===== config.mk =====
export PLATFORM = sky130hd
export DESIGN_NAME = ces_capture_edge_select
export DESIGN_NICKNAME = d
export VERILOG_FILES = /design/src/ces_pkg.sv /design/src/ces_edge_det.sv /design/src/ces_capture_edge_select.sv
export SDC_FILE = /design/constraint.sdc
export NUM_CORES = 1
export LEC_CHECK = 0
export ABC_AREA = 1
export BUFFER_PORTS_ARGS = -buffer_cell sky130_fd_sc_hd__buf_2
export CORE_MARGIN = 4
export CORE_UTILIZATION = 25
export DETAILED_ROUTE_END_ITERATION = 8
export PLACE_DENSITY = 0.49
export SLEW_MARGIN = 40
export SYNTH_ARGS = -nofsm -noshare
export SYNTH_HDL_FRONTEND = slang
export SYNTH_HIERARCHICAL = 1
export SYNTH_SLANG_ARGS = --single-unit

===== constraint.sdc =====
create_clock -name CLOCK_IN -period 3.2 [get_ports CLOCK_IN]
set_input_delay 0.48 -clock CLOCK_IN [delete_from_list [all_inputs] [get_ports CLOCK_IN]]
set_output_delay 0.48 -clock CLOCK_IN [all_outputs]
set_load 0.02 [all_outputs]

===== src/ces_pkg.sv =====
// Overview of operation
// One 8-bit edge select register per timer.
// Byte and single-bit access, bit touches one.
// Reset clears register to zero.
// Field codes: none, rising, falling, both.
// Bits 3:2 channel one, bits 1:0 channel zero.
// Matching edge gives one-cycle capture strobe.
package ces_pkg;

  localparam int unsigned ADDR_W           = 4;
  localparam logic [3:0]  OFS_EDGE_SELECT  = 4'h0;
  localparam logic [3:0]  OFS_BIT_ACCESS   = 4'h4;
  localparam logic [3:0]  OFS_INPUT_STATUS = 4'h8;
  localparam logic [7:0]  EDGE_SELECT_RST  = 8'h00;
  localparam int unsigned CH0_FIELD_LSB    = 0;
  localparam int unsigned CH1_FIELD_LSB    = 2;
  localparam int unsigned BIT_IDX_LSB      = 0;
  localparam int unsigned BIT_VAL_POS      = 8;
  localparam logic [1:0]  RESP_OKAY        = 2'h0;
  localparam logic [1:0]  RESP_SLVERR      = 2'h2;

  typedef enum logic [1:0] {
    EDGE_NONE    = 2'b00,
    EDGE_RISING  = 2'b01,
    EDGE_FALLING = 2'b10,
    EDGE_BOTH    = 2'b11
  } ces_edge_t;

  // Result of one channel detector toward the capture logic.
  typedef struct packed {
    logic strobe;
    logic level;
  } ces_det_t;

endpackage : ces_pkg


===== src/ces_edge_det.sv =====
`timescale 1ns/100ps
`default_nettype none
// One channel: synchroniser, edge detector and the field decoder.
module ces_edge_det (
  input  wire logic         clk_in,
  input  wire logic         rst_in,
  input  wire logic         pin_in,
  input  wire logic [1:0]   sel_in,
  output var  ces_pkg::ces_det_t det_out
);

  logic sync_a;
  logic sync_b;
  logic prev;
  logic rise;
  logic fall;
  logic hit;

  // Two flops tame the asynchronous pin; only sync_b is looked at.
  always_ff @(posedge clk_in) begin
    if (rst_in) begin
      sync_a <= 1'b0;
      sync_b <= 1'b0;
      prev   <= 1'b0;
    end else begin
      sync_a <= pin_in;
      sync_b <= sync_a;
      prev   <= sync_b;
    end
  end

  assign rise = sync_b & ~prev;
  assign fall = ~sync_b & prev;

  // Field decode; a none setting can never strobe.
  always_comb begin
    unique case (ces_pkg::ces_edge_t'(sel_in))
      ces_pkg::EDGE_NONE:    hit = 1'b0;
      ces_pkg::EDGE_RISING:  hit = rise;
      ces_pkg::EDGE_FALLING: hit = fall;
      ces_pkg::EDGE_BOTH:    hit = rise | fall;
    endcase
  end

  // Registered strobe lasts exactly one cycle per edge.
  always_ff @(posedge clk_in) begin
    if (rst_in) begin
      det_out <= '0;
    end else begin
      det_out.strobe <= hit;
      det_out.level  <= sync_b;
    end
  end

  chk_none_no_strobe : assert property (
    @(posedge clk_in) disable iff (rst_in)
    (sel_in == 2'b00) |=> !det_out.strobe)
    else $error("Strobe seen with edge detection off.");

  chk_strobe_one_cycle : assert property (
    @(posedge clk_in) disable iff (rst_in)
    det_out.strobe |=> !det_out.strobe)
    else $error("Capture strobe lasted longer than one cycle.");

  chk_rise_decode : assert property (
    @(posedge clk_in) disable iff (rst_in)
    (rise && sel_in == 2'b01) |=> det_out.strobe)
    else $error("Rising edge missed in rising mode.");

  chk_fall_decode : assert property (
    @(posedge clk_in) disable iff (rst_in)
    (fall && sel_in == 2'b01) |=> !det_out.strobe)
    else $error("Falling edge strobed in rising mode.");

endmodule : ces_edge_det
`default_nettype wire


===== src/ces_capture_edge_select.sv =====
// The placing of the registers and register access over AXI4-Lite are this design's own decisions.
`timescale 1ns/100ps
`default_nettype none
// Capture edge select register behind an AXI4-Lite slave, two channels.
module ces_capture_edge_select (
  input  wire logic        CLOCK_IN,
  input  wire logic        SYS_RST_IN,
  input  wire logic [3:0]  S_AXI_AWADDR_IN,
  input  wire logic        S_AXI_AWVALID_IN,
  output var  logic        S_AXI_AWREADY_OUT,
  input  wire logic [31:0] S_AXI_WDATA_IN,
  input  wire logic [3:0]  S_AXI_WSTRB_IN,
  input  wire logic        S_AXI_WVALID_IN,
  output var  logic        S_AXI_WREADY_OUT,
  output var  logic [1:0]  S_AXI_BRESP_OUT,
  output var  logic        S_AXI_BVALID_OUT,
  input  wire logic        S_AXI_BREADY_IN,
  input  wire logic [3:0]  S_AXI_ARADDR_IN,
  input  wire logic        S_AXI_ARVALID_IN,
  output var  logic        S_AXI_ARREADY_OUT,
  output var  logic [31:0] S_AXI_RDATA_OUT,
  output var  logic [1:0]  S_AXI_RRESP_OUT,
  output var  logic        S_AXI_RVALID_OUT,
  input  wire logic        S_AXI_RREADY_IN,
  input  wire logic        CAPTURE_INPUT_CH0_IN,
  input  wire logic        CAPTURE_INPUT_CH1_IN,
  output var  logic        CAPTURE_STROBE_CH0_OUT,
  output var  logic        CAPTURE_STROBE_CH1_OUT
);

  logic [7:0]  capture_edge_select;
  logic        aw_held;
  logic [3:0]  aw_addr;
  logic        w_held;
  logic [31:0] w_data;
  logic [3:0]  w_strb;
  logic        do_write;
  logic [7:0]  next_select;
  logic        write_ok;
  logic [1:0]  pins;
  ces_pkg::ces_det_t det [2];
  logic [31:0] next_rdata;
  logic        read_ok;

  // Address and data may arrive in either order; each is held until both.
  assign S_AXI_AWREADY_OUT = !aw_held && !S_AXI_BVALID_OUT;
  assign S_AXI_WREADY_OUT  = !w_held && !S_AXI_BVALID_OUT;
  assign do_write          = aw_held && w_held && !S_AXI_BVALID_OUT;

  always_ff @(posedge CLOCK_IN) begin
    if (SYS_RST_IN) begin
      aw_held <= 1'b0;
      aw_addr <= 4'h0;
    end else if (S_AXI_AWVALID_IN && S_AXI_AWREADY_OUT) begin
      aw_held <= 1'b1;
      aw_addr <= S_AXI_AWADDR_IN;
    end else if (do_write) begin
      aw_held <= 1'b0;
    end
  end

  always_ff @(posedge CLOCK_IN) begin
    if (SYS_RST_IN) begin
      w_held <= 1'b0;
      w_data <= 32'h0000_0000;
      w_strb <= 4'h0;
    end else if (S_AXI_WVALID_IN && S_AXI_WREADY_OUT) begin
      w_held <= 1'b1;
      w_data <= S_AXI_WDATA_IN;
      w_strb <= S_AXI_WSTRB_IN;
    end else if (do_write) begin
      w_held <= 1'b0;
    end
  end

  // Whole-byte write at one offset, single-bit write at another.
  // The bit port carries index in bits 2:0 and value in bit 8, so a bit
  // write never needs a read-modify-write from software.
  always_comb begin
    next_select = capture_edge_select;
    write_ok    = 1'b1;
    if (aw_addr == ces_pkg::OFS_EDGE_SELECT) begin
      if (w_strb[0]) begin
        next_select = w_data[7:0];
      end
    end else if (aw_addr == ces_pkg::OFS_BIT_ACCESS) begin
      if (w_strb[1]) begin
        next_select[w_data[ces_pkg::BIT_IDX_LSB +: 3]] =
          w_data[ces_pkg::BIT_VAL_POS];
      end
    end else begin
      write_ok = 1'b0;
    end
  end

  // The one stored register; reset disables both channels.
  always_ff @(posedge CLOCK_IN) begin
    if (SYS_RST_IN) begin
      capture_edge_select <= ces_pkg::EDGE_SELECT_RST;
    end else if (do_write) begin
      capture_edge_select <= next_select;
    end
  end

  // Write response follows once both halves were taken.
  always_ff @(posedge CLOCK_IN) begin
    if (SYS_RST_IN) begin
      S_AXI_BVALID_OUT <= 1'b0;
      S_AXI_BRESP_OUT  <= ces_pkg::RESP_OKAY;
    end else if (do_write) begin
      S_AXI_BVALID_OUT <= 1'b1;
      S_AXI_BRESP_OUT  <= write_ok ? ces_pkg::RESP_OKAY
                                   : ces_pkg::RESP_SLVERR;
    end else if (S_AXI_BREADY_IN) begin
      S_AXI_BVALID_OUT <= 1'b0;
    end
  end

  // Read mux; the status word shows the synchronised pin levels.
  always_comb begin
    next_rdata = 32'h0000_0000;
    read_ok    = 1'b1;
    unique case (S_AXI_ARADDR_IN)
      ces_pkg::OFS_EDGE_SELECT:  next_rdata[7:0] = capture_edge_select;
      ces_pkg::OFS_BIT_ACCESS:   next_rdata[7:0] = capture_edge_select;
      ces_pkg::OFS_INPUT_STATUS: next_rdata[1:0] = {det[1].level,
                                                    det[0].level};
      default:                   read_ok = 1'b0;
    endcase
  end

  assign S_AXI_ARREADY_OUT = !S_AXI_RVALID_OUT;

  always_ff @(posedge CLOCK_IN) begin
    if (SYS_RST_IN) begin
      S_AXI_RVALID_OUT <= 1'b0;
      S_AXI_RDATA_OUT  <= 32'h0000_0000;
      S_AXI_RRESP_OUT  <= ces_pkg::RESP_OKAY;
    end else if (S_AXI_ARVALID_IN && S_AXI_ARREADY_OUT) begin
      S_AXI_RVALID_OUT <= 1'b1;
      S_AXI_RDATA_OUT  <= next_rdata;
      S_AXI_RRESP_OUT  <= read_ok ? ces_pkg::RESP_OKAY
                                  : ces_pkg::RESP_SLVERR;
    end else if (S_AXI_RREADY_IN) begin
      S_AXI_RVALID_OUT <= 1'b0;
    end
  end

  // Each channel reads its own two-bit field, independent of the other.
  assign pins = {CAPTURE_INPUT_CH1_IN, CAPTURE_INPUT_CH0_IN};

  generate
    for (genvar ch = 0; ch < 2; ch++) begin : g_ch
      ces_edge_det u_det (
        .clk_in  (CLOCK_IN),
        .rst_in  (SYS_RST_IN),
        .pin_in  (pins[ch]),
        .sel_in  (capture_edge_select[2*ch +: 2]),
        .det_out (det[ch])
      );
    end
  endgenerate

  assign CAPTURE_STROBE_CH0_OUT = det[0].strobe;
  assign CAPTURE_STROBE_CH1_OUT = det[1].strobe;

  chk_reset_clears : assert property (
    @(posedge CLOCK_IN)
    SYS_RST_IN |=> capture_edge_select == 8'h00)
    else $error("Edge select not cleared by reset.");

  chk_byte_write : assert property (
    @(posedge CLOCK_IN) disable iff (SYS_RST_IN)
    (do_write && aw_addr == 4'h0 && w_strb[0])
      |=> capture_edge_select == $past(w_data[7:0]))
    else $error("Byte write did not land in the register.");

  chk_bit_write_only : assert property (
    @(posedge CLOCK_IN) disable iff (SYS_RST_IN)
    (do_write && aw_addr == 4'h4 && w_strb[1])
      |=> ((capture_edge_select ^ $past(capture_edge_select))
           & ~(8'h01 << $past(w_data[2:0]))) == 8'h00)
    else $error("Bit write disturbed another bit.");

  // The sampled reset in the antecedent keeps the edge that applies a
  // mid-run reset from being mistaken for a spurious change.
  chk_reg_stable : assert property (
    @(posedge CLOCK_IN) disable iff (SYS_RST_IN)
    (!do_write && !SYS_RST_IN) |=> $stable(capture_edge_select))
    else $error("Edge select changed without a write.");

  chk_bresp_follows : assert property (
    @(posedge CLOCK_IN) disable iff (SYS_RST_IN)
    do_write |=> S_AXI_BVALID_OUT)
    else $error("Write response did not follow the write.");

  // A bit write must land its value at the addressed position.
  chk_bit_write_value : assert property (
    @(posedge CLOCK_IN) disable iff (SYS_RST_IN)
    (do_write && aw_addr == ces_pkg::OFS_BIT_ACCESS && w_strb[1])
      |=> capture_edge_select[$past(w_data[2:0])]
          == $past(w_data[ces_pkg::BIT_VAL_POS]))
    else $error("Bit write did not set the addressed bit.");

  // An unmapped write is refused and the register keeps its value.
  chk_bad_addr_refused : assert property (
    @(posedge CLOCK_IN) disable iff (SYS_RST_IN)
    (do_write && aw_addr != ces_pkg::OFS_EDGE_SELECT
              && aw_addr != ces_pkg::OFS_BIT_ACCESS)
      |=> S_AXI_BRESP_OUT == ces_pkg::RESP_SLVERR
          && $stable(capture_edge_select))
    else $error("Unmapped write was not refused.");

  // A byte read returns the register with the upper bits zero.
  chk_read_byte : assert property (
    @(posedge CLOCK_IN) disable iff (SYS_RST_IN)
    (S_AXI_ARVALID_IN && S_AXI_ARREADY_OUT
       && S_AXI_ARADDR_IN == ces_pkg::OFS_EDGE_SELECT)
      |=> S_AXI_RDATA_OUT
          == {24'h00_0000, $past(capture_edge_select)})
    else $error("Byte read returned the wrong value.");

  // A strobe needs its own channel's field enabled one cycle earlier,
  // so a swapped field pair shows whenever one of the two fields is none.
  chk_ch0_own_field : assert property (
    @(posedge CLOCK_IN) disable iff (SYS_RST_IN)
    CAPTURE_STROBE_CH0_OUT
      |-> $past(capture_edge_select[ces_pkg::CH0_FIELD_LSB +: 2])
          != 2'b00)
    else $error("Channel zero strobed with its field off.");

  chk_ch1_own_field : assert property (
    @(posedge CLOCK_IN) disable iff (SYS_RST_IN)
    CAPTURE_STROBE_CH1_OUT
      |-> $past(capture_edge_select[ces_pkg::CH1_FIELD_LSB +: 2])
          != 2'b00)
    else $error("Channel one strobed with its field off.");

endmodule : ces_capture_edge_select
`default_nettype wire


==> run_results.csv <==
group,metric,value,unit
place,dpl_cell_area,0.002362,mm²
logic_synthesis,synth.distinct_cells,22,
power,vdd_ir_drop_max,192.6,µV
sta,fin_tns_setup,0,ns
die,cell_rows,33,
sta,hold_viol,0,
finish,multiInputGateArea,967.2,µm²
clock_network,cts_max_path_buffers,2,
finish,fin_nets,397,
place,gp_congestion,0.8027,
grt,first_global_vias,1722,
setup_path,capturing_element_type_of_the_critical_path,"register",
hold_path,hp-class,"input port to register",
sta,worst_slew_pin_slew,0.5573,ns
route,drt_first_pass_iters,4,
sta,rsz0062_at_grt,"false",
clock_network,htreeDepth,2,
setup_path,timing.critical_path.required,3.40,ns
finish,final_cell_area,0.002479,mm²
place,placed_cells_incl_taps,438,
die,ios,96,
sta,final_slew_viol_count,0,
route,detail_route.iter0.violations,79,
run_status,outcome,"complete, no violations",
grt,antenna_found_initial,0,
die,floorplan.core_area,0.008341,mm²
sta,post-route-min-period,1.650,ns
clock_network,cts_tree,"yes",
sta,final.setup.worst_slack,1.550,ns
logic_synthesis,seq_area_frac_synth,0.4155,
clock_network,cts_inserted_buffers,5,
finish,filler_cell_count,940,
power,design_power_total,1.288,mW
die,floorplan.die.width,101.1,µm
logic_synthesis,post-synth-top-area-cell,"sky130_fd_sc_hd__dfxtp_1",
setup_path,cp_common_cell,"sky130_fd_sc_hd__nand2_1",
sta,rel_slew_slack,0.6276,
setup_path,critical_path_peak_fanout,16,
finish,final_layout_size_suffix_gt1_frac,0.1730,
setup_path,timing.rr.start,"aw_addr[0]$_SDFFE_PP0P_",
grt,globalRouteTotalUtil,0.09335,
clock_network,path_clk_slew,0.08,ns
hold_path,holdPathStages,3,
place,detailed_place_hpwl,3.326,mm
power,leakage_component_of_the_power,1.184,nW
setup_path,setup.reg_to_reg.worst_slack,1.55,ns
setup_path,max_stage_delay,0.34,ns
setup_path,kind_of_critical_path,"register to register",
clock_network,clock_sink_count,45,
setup_path,critical_path_arrival,1.85,ns
setup_path,worstSetupStartpointType,"register",
die,total_die_area,0.01023,mm²
setup_path,crit_path_max_delay_family,"simple AND/OR/NAND/NOR gates",
clock_network,cts.repair.resized,0,
sta,timing.clock.skew,0.005563,ns
route,route.detailed.vias_per_inst,4.036,
clock_network,cts_hold_buf,0,
logic_synthesis,yosysWarningCount,6,
power,pwr_density_cell,519.7,mW/mm²
place,place_ws,1.555,ns
finish,areaGrowthSynthToFinish,14.31,%
clock_network,clock_tree.root_cell,"sky130_fd_sc_hd__clkbuf_8",
die,dieHeight,101.1,µm
route,wl_per_cell,10.14,µm
route,wirelength,4.521,mm
job,count_of_maximum_capacitance_violations,0,
setup_path,cp_cell_sequence,"nor2_4 -> nand2_2 -> nand2_1 -> nand2_1 -> nor2_4 -> nand3_1 -> nand2_1 -> nor2_1",
route,detail-route-antenna-nets,0,
sta,timing.final.crit_share,0.5155,
grt,final_global_route_overflow_total,0,
clock_network,post-cts-setup-buffers,0,
logic_synthesis,syn-mean-instance-area,7.228,µm²
logic_synthesis,yosys-top-cells-area,"sky130_fd_sc_hd__dfxtp_1, sky130_fd_sc_hd__buf_4, sky130_fd_sc_hd__nand2_1, sky130_fd_sc_hd__nor2_1, sky130_fd_sc_hd__inv_1",
setup_path,critPathSlowestCell,"sky130_fd_sc_hd__dfxtp_1",
clock_network,clock_insertion_delay_worst_skew,0.30,ns
logic_synthesis,synth.top_cell.area_share,0.4155,
hold_path,hold_path.startpoint,"CAPTURE_INPUT_CH0_IN",
sta,setup_viol_count_final,0,
finish,utilization,0.2972,
setup_path,rr_worst_depth,8,
route,dr_total_vias,1800,
route,detail_route.drc_violations,0,
setup_path,combined_buffer_and_inverter_count_along_the_critical_path,0,
grt,grt_max_degree,35,
logic_synthesis,netlist_area,0.002168,mm²
die,floorplan.initialDensity,0.2600,
finish,final_cells,446,
grt,grt_first_pass_wirelength,7.810,mm
logic_synthesis,ys_seq_elements,45,
place,io_buffer_count,44,
hold_path,hold_end,"g_ch[0].u_det/sync_a$_SDFF_PP0_",
sta,fmax,0.6062,GHz
finish,layout.area.seq,900.9,µm²
setup_path,crit-reg2reg-capture,"capture_edge_select[2]$_SDFFE_PP0P_",
sta,fin_worst_hold_slack,0.3772,ns
finish,antenna_cells_inserted,0,
logic_synthesis,post_synthesis_cell_count,300,
power by group:
group	internal [mW]	switching, mW
clock network	0.255	0.193
logic	0.0666	0.156
registers	0.594	0.0239
total	0.915	0.373
state kept, by name, indices dropped and copies added, names as in the netlist:
name	cells
g_ch.u_det/det_out	4
aw_addr	4
S_AXI_RRESP_OUT	1
g_ch.u_det/sync_a	2
capture_edge_select	8
w_data	9
S_AXI_RDATA_OUT	8
aw_held	1
w_held	1
S_AXI_BVALID_OUT	1
w_strb	2
S_AXI_RVALID_OUT	1
g_ch.u_det/sync_b	2
S_AXI_BRESP_OUT	1
tightest hold or removal path: stages:
cell                     delay [ns]
sky130_fd_sc_hd__buf_2         0.10
sky130_fd_sc_hd__inv_1         0.04
sky130_fd_sc_hd__nor2_1        0.03
placed cells by master (no fill, tap or decap), types with 3 or more instances in the layout:
master and count:
sky130_fd_sc_hd__buf_2 44, sky130_fd_sc_hd__nor2_1 41, sky130_fd_sc_hd__nand3_1 28, sky130_fd_sc_hd__nor2_4 3, sky130_fd_sc_hd__dfxtp_1 45, sky130_fd_sc_hd__ha_1 4, sky130_fd_sc_hd__clkbuf_8 6, sky130_fd_sc_hd__conb_1 26
sky130_fd_sc_hd__a21oi_1 28, sky130_fd_sc_hd__o21ai_0 22, sky130_fd_sc_hd__inv_1 37, sky130_fd_sc_hd__nand2_1 44
layout make-up:
cell class	count	share of cell area
flip-flops and latches	45	0.3635
clock buffers	7	0.03483
inverters	38	0.05755
repair buffers	44	0.08884
well taps	105	0.05300
clock inverters	1	0.01212
multi-input cells	206	0.3902
how the worst max path moves through the flow:
stage / from / depth (start not counted) / slack, ns / endpoint
floorplan: S_AXI_BVALID_OUT$_SDFFE_PP0P_ / 5 / 1.73 / w_data[5]$_SDFFE_PP0P_
finish: aw_addr[0]$_SDFFE_PP0P_ / 8 / 1.55 / capture_edge_select[2]$_SDFFE_PP0P_
global route: aw_addr[0]$_SDFFE_PP0P_ / 8 / 1.31 / capture_edge_select[1]$_SDFFE_PP0P_
detailed placement: aw_addr[0]$_SDFFE_PP0P_ / 8 / 1.56 / capture_edge_select[6]$_SDFFE_PP0P_
CTS: aw_addr[0]$_SDFFE_PP0P_ / 8 / 1.53 / capture_edge_select[3]$_SDFFE_PP0P_
global placement: SYS_RST_IN / 4 / 1.35 / w_strb[0]$_SDFFE_PP0P_
cells by family after synthesis:
kind of cell               Yosys count  share of synthesized area
and+or+nand+nor                    120                     0.2406
buffers and inverters               74                     0.1818
AOI/OAI and AO/OA                   56                     0.1373
DFF                                 45                     0.4155
adders and majority gates            4                    0.02308
other                                1                   0.001729
per-layer routing:
metal	up-vias	part of all wire	global-route usage
li1	975	-	-
met2	75	0.38	0.1383
met1	746	0.51	0.1277
met4	0	0.0066	0.02147
met5	-	0	0
met3	4	0.099	0.03719
synth_stat cells:
cell type,instances
sky130_fd_sc_hd__nand2_1,44
sky130_fd_sc_hd__conb_1,1
sky130_fd_sc_hd__nor2_1,41
sky130_fd_sc_hd__nor2_2,1
sky130_fd_sc_hd__o21ai_0,22
sky130_fd_sc_hd__o211ai_1,2
sky130_fd_sc_hd__inv_1,38
sky130_fd_sc_hd__nand3_2,1
sky130_fd_sc_hd__a21oi_1,28
sky130_fd_sc_hd__nand2_2,2
sky130_fd_sc_hd__clkbuf_1,3
sky130_fd_sc_hd__buf_4,28
sky130_fd_sc_hd__o31ai_1,2
sky130_fd_sc_hd__o21a_1,1
sky130_fd_sc_hd__ha_1,4
sky130_fd_sc_hd__nand3_1,28
sky130_fd_sc_hd__o211a_1,1
sky130_fd_sc_hd__buf_2,3
sky130_fd_sc_hd__dfxtp_1,45
sky130_fd_sc_hd__nor2_4,3
sky130_fd_sc_hd__buf_6,1
sky130_fd_sc_hd__buf_1,1
Note: power is estimated with default switching activity, not from simulation.
